`src/core/tiss_regs.svh`:
```
// Purpose: register map, field positions and encodings of the
//          timer input source selector
// Assumes: 8-bit registers, one per aligned byte address
// Notes:   definitions only
`ifndef TISS_REGS_SVH
`define TISS_REGS_SVH

// ****************************************************************
// register byte addresses
// ****************************************************************
`define TISS_ADDR_IT    32'hff77_0418
`define TISS_ADDR_CHAIN 32'hff77_1000
`define TISS_ADDR_RX    32'hff77_1004
`define TISS_ADDR_TS    32'hff77_2014

// ****************************************************************
// implemented bits and reset value
// ****************************************************************
`define TISS_MASK_IT    8'h03
`define TISS_MASK_CHAIN 8'hff
`define TISS_MASK_RX    8'h4f
`define TISS_MASK_TS    8'h3f
`define TISS_SEL_RST    8'h00
`define TISS_RD_IDLE    8'h00

// ****************************************************************
// field positions
// ****************************************************************
`define TISS_RX_TIN2_BIT  6
`define TISS_RX_TIN1_MSB  3
`define TISS_RX_TIN1_LSB  2
`define TISS_RX_TIN0_MSB  1
`define TISS_RX_TIN0_LSB  0
`define TISS_IT_TIN0_BIT  0
`define TISS_IT_TIN15_BIT 1
`define TISS_TS_TIN15_BIT 5
`define TISS_TS_FIRST_TIN 10
`define TISS_TS_BITS      6

// ****************************************************************
// two-bit source encodings
// ****************************************************************
`define TISS_ENC_CAN    2'b01
`define TISS_ENC_SERIAL 2'b11

`endif

```
`src/core/tiss_pkg.sv`:
```
// Purpose: types shared by the timer input source selector
// Assumes: nothing beyond the register header
// Notes:   bus request and source groups travel as packed structs
package tiss_pkg;

	// ****************************************************************
	// register decode result
	// ****************************************************************
	typedef enum {
		reg_none,
		reg_it,
		reg_chain,
		reg_rx,
		reg_ts
	} tiss_reg_t;

	// ****************************************************************
	// carriers
	// ****************************************************************
	typedef struct packed {
		logic [31:0] addr;
		logic [7:0]  wdata;
		logic        wr;
		logic        rd;
	} tiss_bus_req_t;

	typedef struct packed {
		logic [15:0] port_pin;
		logic        serial2_receive_line;
		logic        serial10_receive_line;
		logic        serial11_receive_line;
	} tiss_pin_t;

	typedef struct packed {
		logic [5:0] can_timestamp_out;
		logic       interval_timer_ch3_irq;
	} tiss_onchip_t;

endpackage

```
`src/core/tiss_top.sv`:
```
// Purpose: source selector in front of the 16 timer channel inputs
// Assumes: pins arrive asynchronously, on-chip sources share mclk
// Notes:   one cycle of output register after the selector
//
// Summary of operation
// - rx bit6: input 2 pin or serial2
// - rx bits3:2: input 1 source, can1/serial11
// - rx bits1:0: input 0 source, can0/second level
// - irq-select bit0: serial10 or interval irq
// - irq-select bit1: input 15 pin or irq
// - ts bit5: input 15 pin or can5
// - ts bit4: input 14 pin or can4
// - ts bit3: input 13 pin or can3
// - ts bit2: input 12 pin or can2
// - ts bit1: input 11 pin or can1
// - ts bit0: input 10 pin or can0
// - all four registers read/write, unimplemented bits read as 0
// - odd input may take even neighbour
`timescale 1ns/1ps
`include "tiss_regs.svh"

module tiss_top #(
	parameter int NUM_INPUTS = 16
) (
	// clock, reset, enable
	input  wire logic                   mclk,
	input  wire logic                   srst,
	input  wire logic                   ce,
	// register port
	input  wire tiss_pkg::tiss_bus_req_t bus_req,
	output logic [7:0]                  rd_data,
	// selectable sources
	input  wire tiss_pkg::tiss_pin_t    pins,
	input  wire tiss_pkg::tiss_onchip_t onchip,
	// timer side
	output logic [NUM_INPUTS-1:0]       timer_channel_input
);

	// ****************************************************************
	// elaboration checks
	// ****************************************************************
	// each channel has its own fixed source list, so width is fixed
	if (NUM_INPUTS != 16) begin : g_bad_width
		$error("tiss_top serves exactly 16 timer inputs");
	end

	// ****************************************************************
	// address decode
	// ****************************************************************
	function automatic tiss_pkg::tiss_reg_t reg_decode(
		input logic [31:0] addr
	);
		tiss_pkg::tiss_reg_t r;
		r = tiss_pkg::reg_none;
		if (addr == `TISS_ADDR_IT) begin
			r = tiss_pkg::reg_it;
		end else if (addr == `TISS_ADDR_CHAIN) begin
			r = tiss_pkg::reg_chain;
		end else if (addr == `TISS_ADDR_RX) begin
			r = tiss_pkg::reg_rx;
		end else if (addr == `TISS_ADDR_TS) begin
			r = tiss_pkg::reg_ts;
		end
		return r;
	endfunction

	// ****************************************************************
	// pin synchroniser
	// ****************************************************************
	tiss_pkg::tiss_pin_t pin_s1_ff;
	tiss_pkg::tiss_pin_t pin_s2_ff;
	tiss_pkg::tiss_pin_t nxt_pin_s1;
	tiss_pkg::tiss_pin_t nxt_pin_s2;

	always_comb begin
		nxt_pin_s1 = pins;
		nxt_pin_s2 = pin_s1_ff;
	end

	always_ff @(posedge mclk) begin
		if (srst) begin
			pin_s1_ff <= '0;
			pin_s2_ff <= '0;
		end else if (ce) begin
			pin_s1_ff <= nxt_pin_s1;
			pin_s2_ff <= nxt_pin_s2;
		end
	end

	// ****************************************************************
	// select registers
	// ****************************************************************
	logic [7:0]          it_sel_ff;
	logic [7:0]          chain_sel_ff;
	logic [7:0]          rx_sel_ff;
	logic [7:0]          ts_sel_ff;
	logic [7:0]          nxt_it_sel;
	logic [7:0]          nxt_chain_sel;
	logic [7:0]          nxt_rx_sel;
	logic [7:0]          nxt_ts_sel;
	tiss_pkg::tiss_reg_t wr_reg;

	// the port is byte wide, so every access is a whole register
	always_comb begin
		wr_reg        = reg_decode(bus_req.addr);
		nxt_it_sel    = it_sel_ff;
		nxt_chain_sel = chain_sel_ff;
		nxt_rx_sel    = rx_sel_ff;
		nxt_ts_sel    = ts_sel_ff;
		if (bus_req.wr) begin
			if (wr_reg == tiss_pkg::reg_it) begin
				nxt_it_sel = bus_req.wdata & `TISS_MASK_IT;
			end else if (wr_reg == tiss_pkg::reg_chain) begin
				nxt_chain_sel = bus_req.wdata & `TISS_MASK_CHAIN;
			end else if (wr_reg == tiss_pkg::reg_rx) begin
				nxt_rx_sel = bus_req.wdata & `TISS_MASK_RX;
			end else if (wr_reg == tiss_pkg::reg_ts) begin
				nxt_ts_sel = bus_req.wdata & `TISS_MASK_TS;
			end
		end
	end

	always_ff @(posedge mclk) begin
		if (srst) begin
			it_sel_ff    <= `TISS_SEL_RST;
			chain_sel_ff <= `TISS_SEL_RST;
			rx_sel_ff    <= `TISS_SEL_RST;
			ts_sel_ff    <= `TISS_SEL_RST;
		end else if (ce) begin
			it_sel_ff    <= nxt_it_sel;
			chain_sel_ff <= nxt_chain_sel;
			rx_sel_ff    <= nxt_rx_sel;
			ts_sel_ff    <= nxt_ts_sel;
		end
	end

	// ****************************************************************
	// read data
	// ****************************************************************
	logic [7:0]          rd_data_ff;
	logic [7:0]          nxt_rd_data;
	tiss_pkg::tiss_reg_t rd_reg;

	// data stands only in the cycle after the strobe; unmapped reads 0
	always_comb begin
		rd_reg      = reg_decode(bus_req.addr);
		nxt_rd_data = `TISS_RD_IDLE;
		if (bus_req.rd) begin
			if (rd_reg == tiss_pkg::reg_it) begin
				nxt_rd_data = it_sel_ff;
			end else if (rd_reg == tiss_pkg::reg_chain) begin
				nxt_rd_data = chain_sel_ff;
			end else if (rd_reg == tiss_pkg::reg_rx) begin
				nxt_rd_data = rx_sel_ff;
			end else if (rd_reg == tiss_pkg::reg_ts) begin
				nxt_rd_data = ts_sel_ff;
			end
		end
	end

	always_ff @(posedge mclk) begin
		if (srst) begin
			rd_data_ff <= `TISS_RD_IDLE;
		end else if (ce) begin
			rd_data_ff <= nxt_rd_data;
		end
	end

	assign rd_data = rd_data_ff;

	// ****************************************************************
	// source selectors
	// ****************************************************************
	logic [NUM_INPUTS-1:0] pre_sel;
	logic                  lvl2_sel;
	logic [5:0]            can_ts;
	logic                  jirq;

	// purely combinational, so a write steers the next output edge
	always_comb begin
		can_ts   = onchip.can_timestamp_out;
		jirq     = onchip.interval_timer_ch3_irq;
		pre_sel  = pin_s2_ff.port_pin;
		lvl2_sel = it_sel_ff[`TISS_IT_TIN0_BIT] ? jirq
			: pin_s2_ff.serial10_receive_line;
		case (rx_sel_ff[`TISS_RX_TIN0_MSB:`TISS_RX_TIN0_LSB])
			`TISS_ENC_CAN: pre_sel[0] = can_ts[0];
			`TISS_ENC_SERIAL: pre_sel[0] = lvl2_sel;
			default: pre_sel[0] = pin_s2_ff.port_pin[0];
		endcase
		case (rx_sel_ff[`TISS_RX_TIN1_MSB:`TISS_RX_TIN1_LSB])
			`TISS_ENC_CAN: pre_sel[1] = can_ts[1];
			`TISS_ENC_SERIAL: begin
				pre_sel[1] = pin_s2_ff.serial11_receive_line;
			end
			default: pre_sel[1] = pin_s2_ff.port_pin[1];
		endcase
		if (rx_sel_ff[`TISS_RX_TIN2_BIT]) begin
			pre_sel[2] = pin_s2_ff.serial2_receive_line;
		end
		if (it_sel_ff[`TISS_IT_TIN15_BIT]) begin
			pre_sel[15] = jirq;
		end
		// time stamp bit k replaces the pin of input 10+k
		for (int k = 0; k < `TISS_TS_BITS; k++) begin
			if (ts_sel_ff[k]) begin
				pre_sel[`TISS_TS_FIRST_TIN + k] = can_ts[k];
			end
		end
		// handled by the loop above
		// on input 15 the time stamp wins over the interval irq
	end

	// ****************************************************************
	// odd-input chaining and output register
	// ****************************************************************
	logic [NUM_INPUTS-1:0] tin_ff;
	logic [NUM_INPUTS-1:0] nxt_tin;

	always_comb begin
		nxt_tin = pre_sel;
		for (int g = 0; g < NUM_INPUTS / 2; g++) begin
			if (chain_sel_ff[g]) begin
				nxt_tin[2*g+1] = pre_sel[2*g];
			end
		end
	end

	always_ff @(posedge mclk) begin
		if (srst) begin
			tin_ff <= '0;
		end else if (ce) begin
			tin_ff <= nxt_tin;
		end
	end

	assign timer_channel_input = tin_ff;

	// ****************************************************************
	// assertions
	// ****************************************************************
	a_tin2_rx: assert property (
		@(posedge mclk) disable iff (srst)
		ce |=> tin_ff[2] ==
			($past(rx_sel_ff[`TISS_RX_TIN2_BIT])
				? $past(pin_s2_ff.serial2_receive_line)
				: $past(pin_s2_ff.port_pin[2])))
		else $error("input 2 source wrong");

	a_tin1_src: assert property (
		@(posedge mclk) disable iff (srst)
		rx_sel_ff[3:2] == 2'b11 |->
			pre_sel[1] == pin_s2_ff.serial11_receive_line)
		else $error("input 1 serial source wrong");

	a_tin0_can: assert property (
		@(posedge mclk) disable iff (srst)
		rx_sel_ff[1:0] == 2'b01 |-> pre_sel[0] == can_ts[0])
		else $error("input 0 time stamp source wrong");

	a_lvl2_serial: assert property (
		@(posedge mclk) disable iff (srst)
		rx_sel_ff[1:0] == 2'b11 && !it_sel_ff[0] |->
			pre_sel[0] == pin_s2_ff.serial10_receive_line)
		else $error("second level selector wrong");

	a_tin15_irq: assert property (
		@(posedge mclk) disable iff (srst)
		it_sel_ff[1] && !ts_sel_ff[5] |-> pre_sel[15] == jirq)
		else $error("input 15 irq source wrong");

	a_tin15_can: assert property (
		@(posedge mclk) disable iff (srst)
		ts_sel_ff[5] |-> pre_sel[15] == can_ts[5])
		else $error("input 15 time stamp source wrong");

	a_tin12_pin: assert property (
		@(posedge mclk) disable iff (srst)
		!ts_sel_ff[2] |-> pre_sel[12] == pin_s2_ff.port_pin[12])
		else $error("input 12 pin source wrong");

	a_pin_code10: assert property (
		@(posedge mclk) disable iff (srst)
		rx_sel_ff[3:2] == 2'b10 |-> pre_sel[1] == pin_s2_ff.port_pin[1])
		else $error("input 1 code 10 not pin");

	a_reg_readback: assert property (
		@(posedge mclk) disable iff (srst)
		ce && bus_req.wr && bus_req.addr == `TISS_ADDR_RX ##1
			ce && bus_req.rd && bus_req.addr == `TISS_ADDR_RX |=>
			rd_data == ($past(bus_req.wdata, 2) & `TISS_MASK_RX))
		else $error("receive select read back wrong");

	a_reset_zero: assert property (
		@(posedge mclk)
		$past(srst) |-> rx_sel_ff == `TISS_SEL_RST
			&& ts_sel_ff == `TISS_SEL_RST
			&& it_sel_ff == `TISS_SEL_RST
			&& chain_sel_ff == `TISS_SEL_RST)
		else $error("select register not zero after reset");

	a_write_effect: assert property (
		@(posedge mclk) disable iff (srst)
		ce && bus_req.wr && bus_req.addr == `TISS_ADDR_TS
			&& bus_req.wdata[4] |=> pre_sel[14] == can_ts[4])
		else $error("time stamp select not effective");

	a_tin15_pin: assert property (
		@(posedge mclk) disable iff (srst)
		!it_sel_ff[`TISS_IT_TIN15_BIT] && !ts_sel_ff[`TISS_TS_TIN15_BIT]
			|-> pre_sel[15] == pin_s2_ff.port_pin[15])
		else $error("input 15 pin source wrong");

	a_tin0_pin: assert property (
		@(posedge mclk) disable iff (srst)
		rx_sel_ff[`TISS_RX_TIN0_MSB:`TISS_RX_TIN0_LSB] == 2'b00
			|-> pre_sel[0] == pin_s2_ff.port_pin[0])
		else $error("input 0 code 00 not pin");

	a_rd_idle: assert property (
		@(posedge mclk) disable iff (srst)
		ce && !bus_req.rd |=> rd_data == `TISS_RD_IDLE)
		else $error("read data outside read cycle");

	// a low enable must freeze selection and outputs alike
	a_ce_freeze: assert property (
		@(posedge mclk) disable iff (srst)
		!ce |=> $stable(tin_ff) && $stable(rx_sel_ff) && $stable(ts_sel_ff)
			&& $stable(it_sel_ff) && $stable(chain_sel_ff))
		else $error("state moved while clock enable low");

	// inputs 10 to 14 follow their time stamp bit; 15 is checked above
	for (genvar k = 0; k < `TISS_TS_BITS - 1; k++) begin : g_ts_chk
		a_ts_can: assert property (
			@(posedge mclk) disable iff (srst)
			ts_sel_ff[k] |-> pre_sel[`TISS_TS_FIRST_TIN + k] == can_ts[k])
			else $error("time stamp source wrong");
		a_ts_pin: assert property (
			@(posedge mclk) disable iff (srst)
			!ts_sel_ff[k] |-> pre_sel[`TISS_TS_FIRST_TIN + k]
				== pin_s2_ff.port_pin[`TISS_TS_FIRST_TIN + k])
			else $error("time stamp pin source wrong");
	end

	for (genvar g = 0; g < NUM_INPUTS / 2; g++) begin : g_chain_chk
		a_chain_odd: assert property (
			@(posedge mclk) disable iff (srst)
			ce && chain_sel_ff[g] |=> tin_ff[2*g+1] == $past(pre_sel[2*g]))
			else $error("odd input chaining wrong");
	end

endmodule

```
`config.mk`:
```
export PLATFORM = sky130hd
export DESIGN_NAME = tiss_top
export DESIGN_NICKNAME = d
export VERILOG_FILES = /design/src/core/tiss_pkg.sv /design/src/core/tiss_top.sv
export VERILOG_INCLUDE_DIRS = /design/src /design/src/core
export SDC_FILE = /design/constraint.sdc
export NUM_CORES = 1
export LEC_CHECK = 0
export BUFFER_PORTS_ARGS = -buffer_cell sky130_fd_sc_hd__buf_2
export CAP_MARGIN = 20
export CORE_MARGIN = 4
export CORE_UTILIZATION = 55
export CTS_CLUSTER_SIZE = 24
export DETAILED_ROUTE_END_ITERATION = 10
export PLACE_DENSITY = 0.83
export SYNTH_ARGS = -nofsm -noshare
export SYNTH_HDL_FRONTEND = slang
export SYNTH_SLANG_ARGS = --single-unit
```
`constraint.sdc`:
```
create_clock -name mclk -period 4.6 [get_ports mclk]
set_input_delay 0.46 -clock mclk [delete_from_list [all_inputs] [get_ports mclk]]
set_output_delay 0.46 -clock mclk [all_outputs]
set_load 0.005 [all_outputs]
```
* Word-level counts from Yosys, hierarchy flattened
Cells that the tools add are included.
** Word-level totals
- Flip-flop bits (word level) :: 83
- Output and inout bits :: 24
** Operators by class
- Equal/unequal tests :: 12
- Multiplexer cells :: 28
- Bitwise logic cells :: 3
- Reductions and logical operators :: 4
** Operators by type and width (count)
- 32-bit equality test (second input constant) :: 4
- 32-bit by 3-bit equality test with 1-bit output (second input constant) :: 2
- 32-bit 2-to-1 mux :: 2
- 32-bit by 2-bit equality test with 1-bit output (second input constant) :: 1
- 32-bit by 4-bit equality test with 1-bit output (second input constant) :: 1
- 8-bit 2-to-1 mux :: 3
- 1-bit 2-to-1 mux :: 17
- 7-bit 2-to-1 mux :: 1
- 3-bit 2-to-1 mux :: 2
- 6-bit 2-to-1 mux :: 1
- 6-bit AND reduction :: 1
- 5-bit AND reduction :: 1
- 2-bit by 1-bit equality test with 1-bit output (second input constant) :: 2
- 2-bit equality test (second input constant) :: 2
- 1-bit case mux with 2 select lines :: 2
- 4-bit AND reduction :: 1
- 1-bit inverter :: 3
- 3-bit AND reduction :: 1

* Logic depth before layout (Yosys ltp)
Gate-level depths: netlist of the first run.
- Depth after elaboration :: 11
- Gate-level depth with buffers :: 7
- Depth with buffers taken out :: 5

* Least setup slack after synthesis of the first run
No wires, ideal clock.
- Path type :: input port to flip-flop
- Start :: in bus_req[33] (netlist bit)
- End :: reg rx_sel_ff[0]
- Arrival time :: 1.821 ns
- Setup slack :: 2.664 ns
- Cell stages on the path :: 5
- Path buffers :: 0
- Cells stage by stage :: nand4b_1 -> or4_4 -> nor4_4 -> mux2i_1 -> nor2_1
** On the way
- Cells in the longest elaborated chain, start to end :: 8
- Elaborated cells on any way between the ends :: 14
- Those cells by class :: eq/ne (7); mux (4); bitwise (2); reduce/logical (1)
** Ends and longest elaborated chain
- start, declared :: line tiss_top.sv:30 : input wire tiss_pkg::tiss_bus_req_t bus_req,
- 32-bit equality test (no line)
- 3-bit 2-to-1 mux :: line tiss_top.sv:61 : end else if (addr == `TISS_ADDR_TS) begin
- 3-bit 2-to-1 mux :: line tiss_top.sv:59 : end else if (addr == `TISS_ADDR_RX) begin
- 32-bit 2-to-1 mux :: line tiss_top.sv:57 : end else if (addr == `TISS_ADDR_CHAIN) begin
- 32-bit 2-to-1 mux (*) :: line tiss_top.sv:55 : if (addr == `TISS_ADDR_IT) begin
- 32-bit by 3-bit equality test with 1-bit output / 32-bit by 2-bit equality test with 1-bit output (equally long branches) :: line tiss_top.sv:113, tiss_top.sv:111
- 1-bit inverter (no line)
- 5-bit AND reduction (no line) (*)
- end signal, assigned :: line tiss_top.sv:127 : rx_sel_ff <= `TISS_SEL_RST;
- end signal, assigned :: line tiss_top.sv:132 : rx_sel_ff <= nxt_rx_sel;
- end, declared :: line tiss_top.sv:95 : logic [7:0] rx_sel_ff;
Every way passes the cells marked *; elsewhere a longest branch is shown, timed or not.
A chain may end at the register's enable or synchronous reset.

* Worst setup path after layout of the first run
- Start :: in bus_req[17] (netlist bit)
- End :: reg chain_sel_ff[5]
** On the way
- Cells in the longest elaborated chain, start to end :: 8
- Elaborated cells on any way between the ends :: 12
- Those cells by class :: eq/ne (6); mux (4); bitwise (1); reduce/logical (1)
** Ends and longest elaborated chain
- 32-bit equality test (no line)
- 3-bit 2-to-1 mux :: line tiss_top.sv:61
- 3-bit 2-to-1 mux :: line tiss_top.sv:59
- 32-bit 2-to-1 mux :: line tiss_top.sv:57
- 32-bit 2-to-1 mux (*) :: line tiss_top.sv:55
- 32-bit by 2-bit equality test with 1-bit output :: line tiss_top.sv:111 : if (wr_reg == tiss_pkg::reg_it) begin
- 1-bit inverter (no line)
- 4-bit AND reduction (no line) (*)
- end signal, assigned :: line tiss_top.sv:126 : chain_sel_ff <= `TISS_SEL_RST;
- end signal, assigned :: line tiss_top.sv:131 : chain_sel_ff <= nxt_chain_sel;
- end, declared :: line tiss_top.sv:94 : logic [7:0] chain_sel_ff;
Marked as above.

==> summary by stage, run 1 <==
Global route
The via count of the first global-routing pass is 2817. The all-layer global routing usage is 21.6%. The first-pass GRT wire length is 12.9 mm. The initial antenna violation count is 0. The global route total overflow is 0. The largest net degree at the start of global routing is 80.

Final layout
The utilization of the core after routing is 69.0%. The number of nets in the final layout is 514. In the layout the commonest cells are buf_2, nor2_1, dfxtp_1. Fill cells in the final layout number 495. Cells with a size suffix above 1 make up 26.8% of the layout.

The repair_antennas step left the layout with diodes totalling 0. Leaving out fill and tap cells, the most frequent cell in the layout is buf_2. The final instance area is 4180 sq um. From synthesis to final layout, the design area changed by 19.2%.

Setup path
The critical path is of the input pin to register type. STA classifies the critical path startpoint as an input pin. The reg-to-reg critical path endpoint is timer_channel_input[1]. Traced cell by cell, the critical path runs through buf_2 -> nor4_2 -> and4_1 -> and3_1 -> mux2i_1 -> nor2_1. The arrival time at the worst endpoint is 2.20 ns. The worst register-to-register path has a setup slack of 3.21 ns. The length in cells of the worst reg-to-reg path is 5. Data on the critical path is required at its endpoint by 4.80 ns. The endpoint class of the critical path is a register. In this run the critical register-to-register path is launched from it_sel_ff[0]. The slowest cell on the critical path is and3_1. The highest net fanout along the worst path is 8. The delay of the slowest cell on the worst path is 0.49 ns.

Power and ir drop
The maximum VDD drop is 0.000218 V. The standby leakage power is 1.84 nW. The total power per unit cell area is 330 nW/um^2.

Routing
Summed over all nets, wire length on met2 after detailed routing comes to 3.88 mm. The number of DRC violations after detailed-routing iteration 0 is 206. For this block, the via count after detailed routing is 2866. The number of remaining DRC errors is 0. The detailed-routing wirelength on met1 is 3.40 mm. Summed over all layers, the routed wires come to 8.13 mm. The number of iterations in the first detailed-routing pass is 4. The mean routed wirelength per cell is 15.5 microns.

The wire length on met3 is 640 microns. The detail route stage leaves a number of antenna-violating nets equal to 0. The top metal layer carrying routed signals is met4. In the routed layout, each cell is associated on average with a via count of 5.48.

Synthesis
The synthesized design contains 0 enable-type register cells. The sequential-to-total area share from yosys stat is 47.4%. The mean instance size in the synthesized netlist is 9.91 sq um. The cell area after synthesis is 3510 sq um. In the synthesized netlist, the number of instances is 354.

For this run, the number of Yosys warnings is 0. In the synthesized netlist the async set-or-reset flop fraction comes to 0%. The most common flop cell mapped by yosys is dfxtp_1.

Synthesis inferred 83 register bits. Synthesis produced a netlist with a net count of 425. Synthesis instantiated 33 different standard cells from the library.

Min path
The cell depth of the worst min-delay path is 3. For hold timing, the worst endpoint is nxt_pin_s2[11]. The startpoint identified for the worst hold timing path is pins[11]. The path type of the worst min-delay path is input pin to register.

STA
For the pin with the worst max-slew slack, the measured transition is 0.766 ns. The number of slew-limit violations in the final report came to 0. The final count of hold timing violations came to 0. The final critical-path required period is 2.00 ns. After routing, the total negative slack on setup checks comes to 0 ns. The max-slew headroom at the worst pin is 48.9%. The fmax is 0.501 GHz. On the final layout, the worst clock skew is 0.00890 ns. The ratio of final minimum period to clock period is 43.4%.

Setup repair after global routing left no endpoint under its margin. Setup violations remaining at the end of the flow were counted as 0.

Clock network
The quantity of gates resized following cts is 0. The clock-pin slew on the worst setup and hold paths is 0.08 ns. The worst-case clock buffer depth is 2. Buffers inserted to repair hold after CTS numbered 0.

The root buffer selected by CTS is clkbuf_8. In this run, CTS created clock tree buffers numbering 9. Post-CTS timing repair inserted 0 buffers for setup. The H-tree generated during clock tree synthesis spans 3 levels. The later pin in the worst-skew pair is clocked with a latency of 0.35 ns.

The number of clock sinks seen by CTS is 83. The CTS tree is built.

Run status
The flow ran to the end, and the final reports show no timing, DRC or antenna violations.

Floorplan
The initialized floorplan defines 28 standard-cell rows. The initial core utilization is 57.9%. The die is 87.9 microns wide.

The die is 87.9 microns tall. The I/O pin count is 95. The die covers 7720 sq um. The floorplan step defined a core boundary enclosing 6060 sq um.

Placed design
The routability congestion estimate from global placement is 0.856. Detailed placement finished with a half-perimeter wire length of 5.97 mm. After detailed placement, the total cell area comes to 3970 sq um. In this run the tool buffered the top-level ports with 94 buffer cells.

Run
The total of max-cap violations is 0.
-- power breakdown --
part | internal (mW) | switching (mW) | leakage, nW | total (mW)
clock network | 0.265 | 0.246 | 0.0926 | 0.512
registers | 0.739 | 0.0111 | 0.676 | 0.750
logic | 0.0564 | 0.0621 | 1.07 | 0.119
-- layout make-up --
cell class	instances	area [sq um]	share of cell area [%]
Multi-Input combinational cell	250	1720	41.1
Sequential cell	83	1660	39.7
Timing Repair Buffer	97	505	12.1
Clock buffer	12	145	3.47
Tap cell	75	93.8	2.24
Clock inverter	4	50.0	1.20
Inverter	2	7.51	0.179
-- critical path, delay by kind of cell --
family	cells	cell delay, ns
buf+inv	1	0.10
mux	1	0.25
simple gates	4	1.39
-- per-layer routing --
metal	vias up	global-route usage, %
met5	-	0
met4	0	10.9
met3	16	4.33
met2	102	36.1
met1	1314	26.5
li1	1434	-
-- cells by family (layout without fill, tap and decap cells) --
kind of cell | count (synthesis) | count (layout) | synth area share [%]
AND/OR/NAND/NOR | 133 | 133 | 19.2
flip-flops | 83 | 83 | 47.4
multiplexers | 80 | 80 | 22.9
AO/OA/AOI/OAI | 37 | 37 | 6.92
buffers and inverters | 21 | 115 | 3.64
-- worst max-delay path by stage --
stage | from | endpoint | cells past startpoint
finish | bus_req[17] | chain_sel_ff[5] | 6
global route | bus_req[18] | chain_sel_ff[5] | 6
CTS | ce | chain_sel_ff[5] | 6
detailed placement | ce | chain_sel_ff[1] | 6
global placement | ce | chain_sel_ff[6] | 6
floorplan | bus_req[33] | rx_sel_ff[0] | 5
-- metrics by stage --
step                      hold slack [ns]  instances  worst slack [ns]  power (mW)
after global routing                0.360        523              2.36        1.44
after global placement              0.442        506              2.00       0.881
after detailed placement            0.447        506              1.91       0.885
final                               0.347        523              2.60        1.38
after floorplan                     0.449        354              2.66       0.833
after CTS                           0.335        522              2.27        1.39
-- state kept, by name (all words and copies together) (netlist names) --
signal	count
chain_sel_ff	8
rd_data	8
nxt_pin_s2	19
pin_s2_ff	16
rx_sel_ff	5
ts_sel_ff	6
it_sel_ff	2
nxt_tin	3
timer_channel_input	16
-- Yosys cell counts, types with 2 or more instances --
library cell,number,area [sq um]
a211oi_1,11,82.6
and3_1,2,12.5
nand2_1,11,41.3
mux2_2,2,22.5
mux2i_1,78,781
nor2b_1,3,18.8
nor3b_1,2,15.0
and4_1,3,26.3
dfxtp_1,83,1660
nor3_1,2,10.0
nor4b_1,2,17.5
a221oi_1,2,17.5
a21oi_1,6,30.0
nor4_1,2,12.5
inv_1,2,7.51
nor4_2,3,37.5
nand3_1,3,15.0
buf_2,6,30.0
nor2_1,85,319
o21ai_0,10,50.1
a22oi_1,6,45.0
clkbuf_1,8,30.0
clkbuf_8,4,55.1
o2bb2ai_1,2,17.5
and4b_1,3,30.0
nand4_1,6,37.5
Power figures use the tool's default switching activity.
==> inputs of run 2 (changes only) <==
Settings changed: ABC_AREA from default to 1, CORE_UTILIZATION 55 to 52, PLACE_DENSITY 0.83 to 0.79.
Clock period 4.6 ns to 2 ns, I/O delays scaled along.
==> summary by stage, run 2 <==
Min path
The worst hold path belongs to the class input pin to register. The worst hold path terminates at nxt_pin_s2[2]. The launch point of the worst hold path is pins[2]. The cell depth of the worst min-delay path is 3.

Routing
In the routed design, unresolved DRC markers number 0. After the first detailed-routing iteration, the DRC count stood at 221. The number of iterations in the first detailed-routing pass is 5. In this run the remaining antenna-violating nets after routing total 0. The mean routed wirelength per cell is 13.0 microns. For this block, the routed nets add up to 8.62 mm of wire. The overall via count from detail_route is 3486. In the routed layout, each cell is associated on average with a via count of 5.27.

Clock network
The quantity of gates resized following cts is 0. The tree is rooted in a clkbuf_8. The hold-fix buffer count after cts is 0.

The clock latency at the later pin of the worst-skew pair is 0.35 ns. The clock-pin slew on the worst setup and hold paths is 0.08 ns. In this run the post-CTS setup repair buffer count came out at 0. The worst-case clock buffer depth is 2. The total CTS buffers is 9. The H-tree was split into 3 levels. The clock net in this run drives a total of 83 sinks. The CTS tree is built.

Power and ir drop
The total power per unit cell area is 734 nW/um^2. The analysis attributes to cell leakage a power of 1.96 nW. Across the VDD grid, the largest voltage drop is 0.000682 V.

Floorplan
The row count is 29. The placeable core area is 6490 sq um. The I/O pin count is 95. The height of the die is 90.8 microns. The die span in x is 90.8 microns. The die outline area is 8240 sq um. For this configuration, the core starts out at a cell density of 54.8%.

Setup path
The slowest cell on the critical path is nor2_4. On the worst path, the slowest cell contributes a delay of 0.32 ns. Walking the worst path, the cells encountered are buf_2 -> nor2_1 -> nand2_1 -> inv_1 -> nand2_1 -> nor2_2 -> nand2_2 -> nor2_4 -> o21ai_0 -> a21oi_1. The setup check on the worst reg-to-reg path leaves a slack of 0.86 ns.

The worst register-to-register path ends at timer_channel_input[15]. Counting cells, the worst reg-to-reg path comes to 5. The worst setup path category is input pin to register.

STA classifies the critical path endpoint as a register. Data on the critical path is required at its endpoint by 2.27 ns. The highest net fanout along the worst path is 15. The arrival time at the worst endpoint is 1.57 ns. In this run the critical register-to-register path is launched from it_sel_ff[1]. The worst setup path is launched from an input pin. Counting stages on the worst path, the most repeated cell is nand2_1.

Synthesis
After synthesis, the most frequently instantiated cells are nor2_1, dfxtp_1, o21ai_0. The most common cell in the synthesized netlist is nor2_1. The sequential-to-total area share from yosys stat is 46.7%. Summed over its instances, the top area cell type makes up 46.7% of the synthesized netlist area. Synthesis produced a netlist with a net count of 565. The synthesized instance count is 494. The Yosys step of the flow raised 0 warnings. After synthesis, the cell types taking the most area are dfxtp_1, nor2_1, o21ai_0. The cell area after synthesis is 3560 sq um.

The cell type with the largest total area after synthesis is dfxtp_1. After synthesis, the netlist uses 28 different library cells. The most common flop cell mapped by yosys is dfxtp_1.

Dividing the synthesized area by the synthesized cell count gives 7.21 sq um. The flip-flop and latch count after synthesis is 83. The number of flops mapped to enable cells by yosys is 0. The share of synthesized flip-flops with an asynchronous set or reset is 0%.

STA
The slew at the pin closest to its max-slew limit is 0.442 ns. The total negative slack is 0 ns. The clock skew is 0.0103 ns.

The max-slew headroom at the worst pin is 70.5%. Dividing the final minimum period by the clock period gives 65.2%. The number of slew-limit violations in the final report is 0. The final count of hold timing violations is 0.

The final critical-path required period is 1.30 ns. The final number of setup-violating endpoints is 0. Setup repair after global routing left no endpoint under its margin. The fmax is 0.767 GHz.

Global route
The initial antenna violation count is 0. The met1 capacity usage during global routing is 27.1%. The met3 demand-to-capacity share in global routing is 6.25%. The first-pass GRT wire length is 14.1 mm.

For this run the aggregate overflow at the end of global routing stands at 0. The largest net degree at the start of global routing is 71. For met2 alone, demand over resource in global routing was 32.8%. met2 is the most crowded layer. The via count of the first global-routing pass is 3121. The all-layer global routing usage is 20.7%.

Placed design
Port buffering added 94 buffers. The HPWL after detailed placement is 6.22 mm. Routability-driven placement finished with a final weighted congestion of 0.923.

Final layout
For this run, the post-layout net count is 652. The leading cell type in the layout, fill and taps excluded is nor2_1. The area growth from synthesis to final layout is 19.5%.

The number of filler instances in the final layout is 591. The repair_antennas step left the layout with diodes totalling 0. The register with the most flip-flops in the layout has 19 of them.

In the layout the commonest cells are nor2_1, buf_2, dfxtp_1. The utilization of the core after routing is 65.5%. The share of cells above drive strength 1 is 22.4%.

Run
The total of max-cap violations is 0.

Run status
The flow ran to the end, and the final reports show no timing, DRC or antenna violations.
run 2: changes by cell type after synthesis, sizes merged, moves of 9 or more:
cell	change
a211oi	-9
a21oi	+37
inv	+41
mux2i	-77
nand2	+52
nand3	+15
nor2	+26
o211ai	+9
o21ai	+67
run 2: metal layers:
layer	vias to the layer above	part of all wire, %
li1	1789	-
met2	105	47
met3	12	6.3
met4	0	1.6
met1	1580	45
met5	-	0
run 2: how the worst max path moves through the flow:
| stage | start | end | slack (ns) | depth (start not counted) |
|---|---|---|---|---|
| 6_report | bus_req[25] | chain_sel_ff[0] | 0.70 | 10 |
| 5_1_grt | bus_req[21] | chain_sel_ff[1] | 0.54 | 10 |
| 4_1_cts | bus_req[25] | chain_sel_ff[0] | 0.72 | 10 |
| 3_5_place_dp | bus_req[25] | chain_sel_ff[0] | 0.36 | 10 |
| 3_3_place_gp | bus_req[25] | chain_sel_ff[4] | 0.45 | 10 |
| 2_1_floorplan | bus_req[25] | chain_sel_ff[7] | 0.69 | 10 |
run 2: cells by family after synthesis:
family / after synthesis / share of synthesized area [%]
DFF: 83 / 46.7
muxes: 1 / 0.281
AOI/OAI and AO/OA: 135 / 20.5
buffers and inverters: 67 / 7.62
and+or+nand+nor: 208 / 24.9
run 2: stage by stage:
stage          setup WS [ns]  cell area, sq um  power (mW)  hold WS [ns]  instances
5_1_grt                0.539              4260        3.27        0.0535        661
2_1_floorplan          0.688              3560        1.96         0.335        494
3_3_place_gp           0.452              4090        2.10         0.421        647
6_report               0.697              4260        3.12        0.0719        661
4_1_cts                0.717              4260        3.14        0.0636        661
3_5_place_dp           0.363              4090        2.11         0.426        647
run 2: worst max-delay path, delay by kind of cell:
kind	cells	cell delay, ns
simple gates	6	0.93
compound gates	2	0.27
buf+inv	2	0.18
run 2: area by class of cell:
| class | count | area, sq um | share of cell area (%) |
|---|---|---|---|
| Clock buffer | 12 | 155 | 3.65 |
| Clock inverter | 2 | 12.5 | 0.294 |
| Inverter | 43 | 161 | 3.79 |
| Multi-Input combinational cell | 344 | 1630 | 38.3 |
| Sequential cell | 83 | 1660 | 39.0 |
| Tap cell | 77 | 96.3 | 2.26 |
| Timing Repair Buffer | 100 | 541 | 12.7 |
run 2: power by group:
group / internal [mW] / total, mW / leakage, nW / switching [mW]
Combinational: 0.136 / 0.316 / 1.19 / 0.180
Clock: 0.504 / 1.05 / 0.0843 / 0.549
Sequential: 1.72 / 1.75 / 0.681 / 0.0320
Total: 2.36 / 3.12 / 1.96 / 0.761
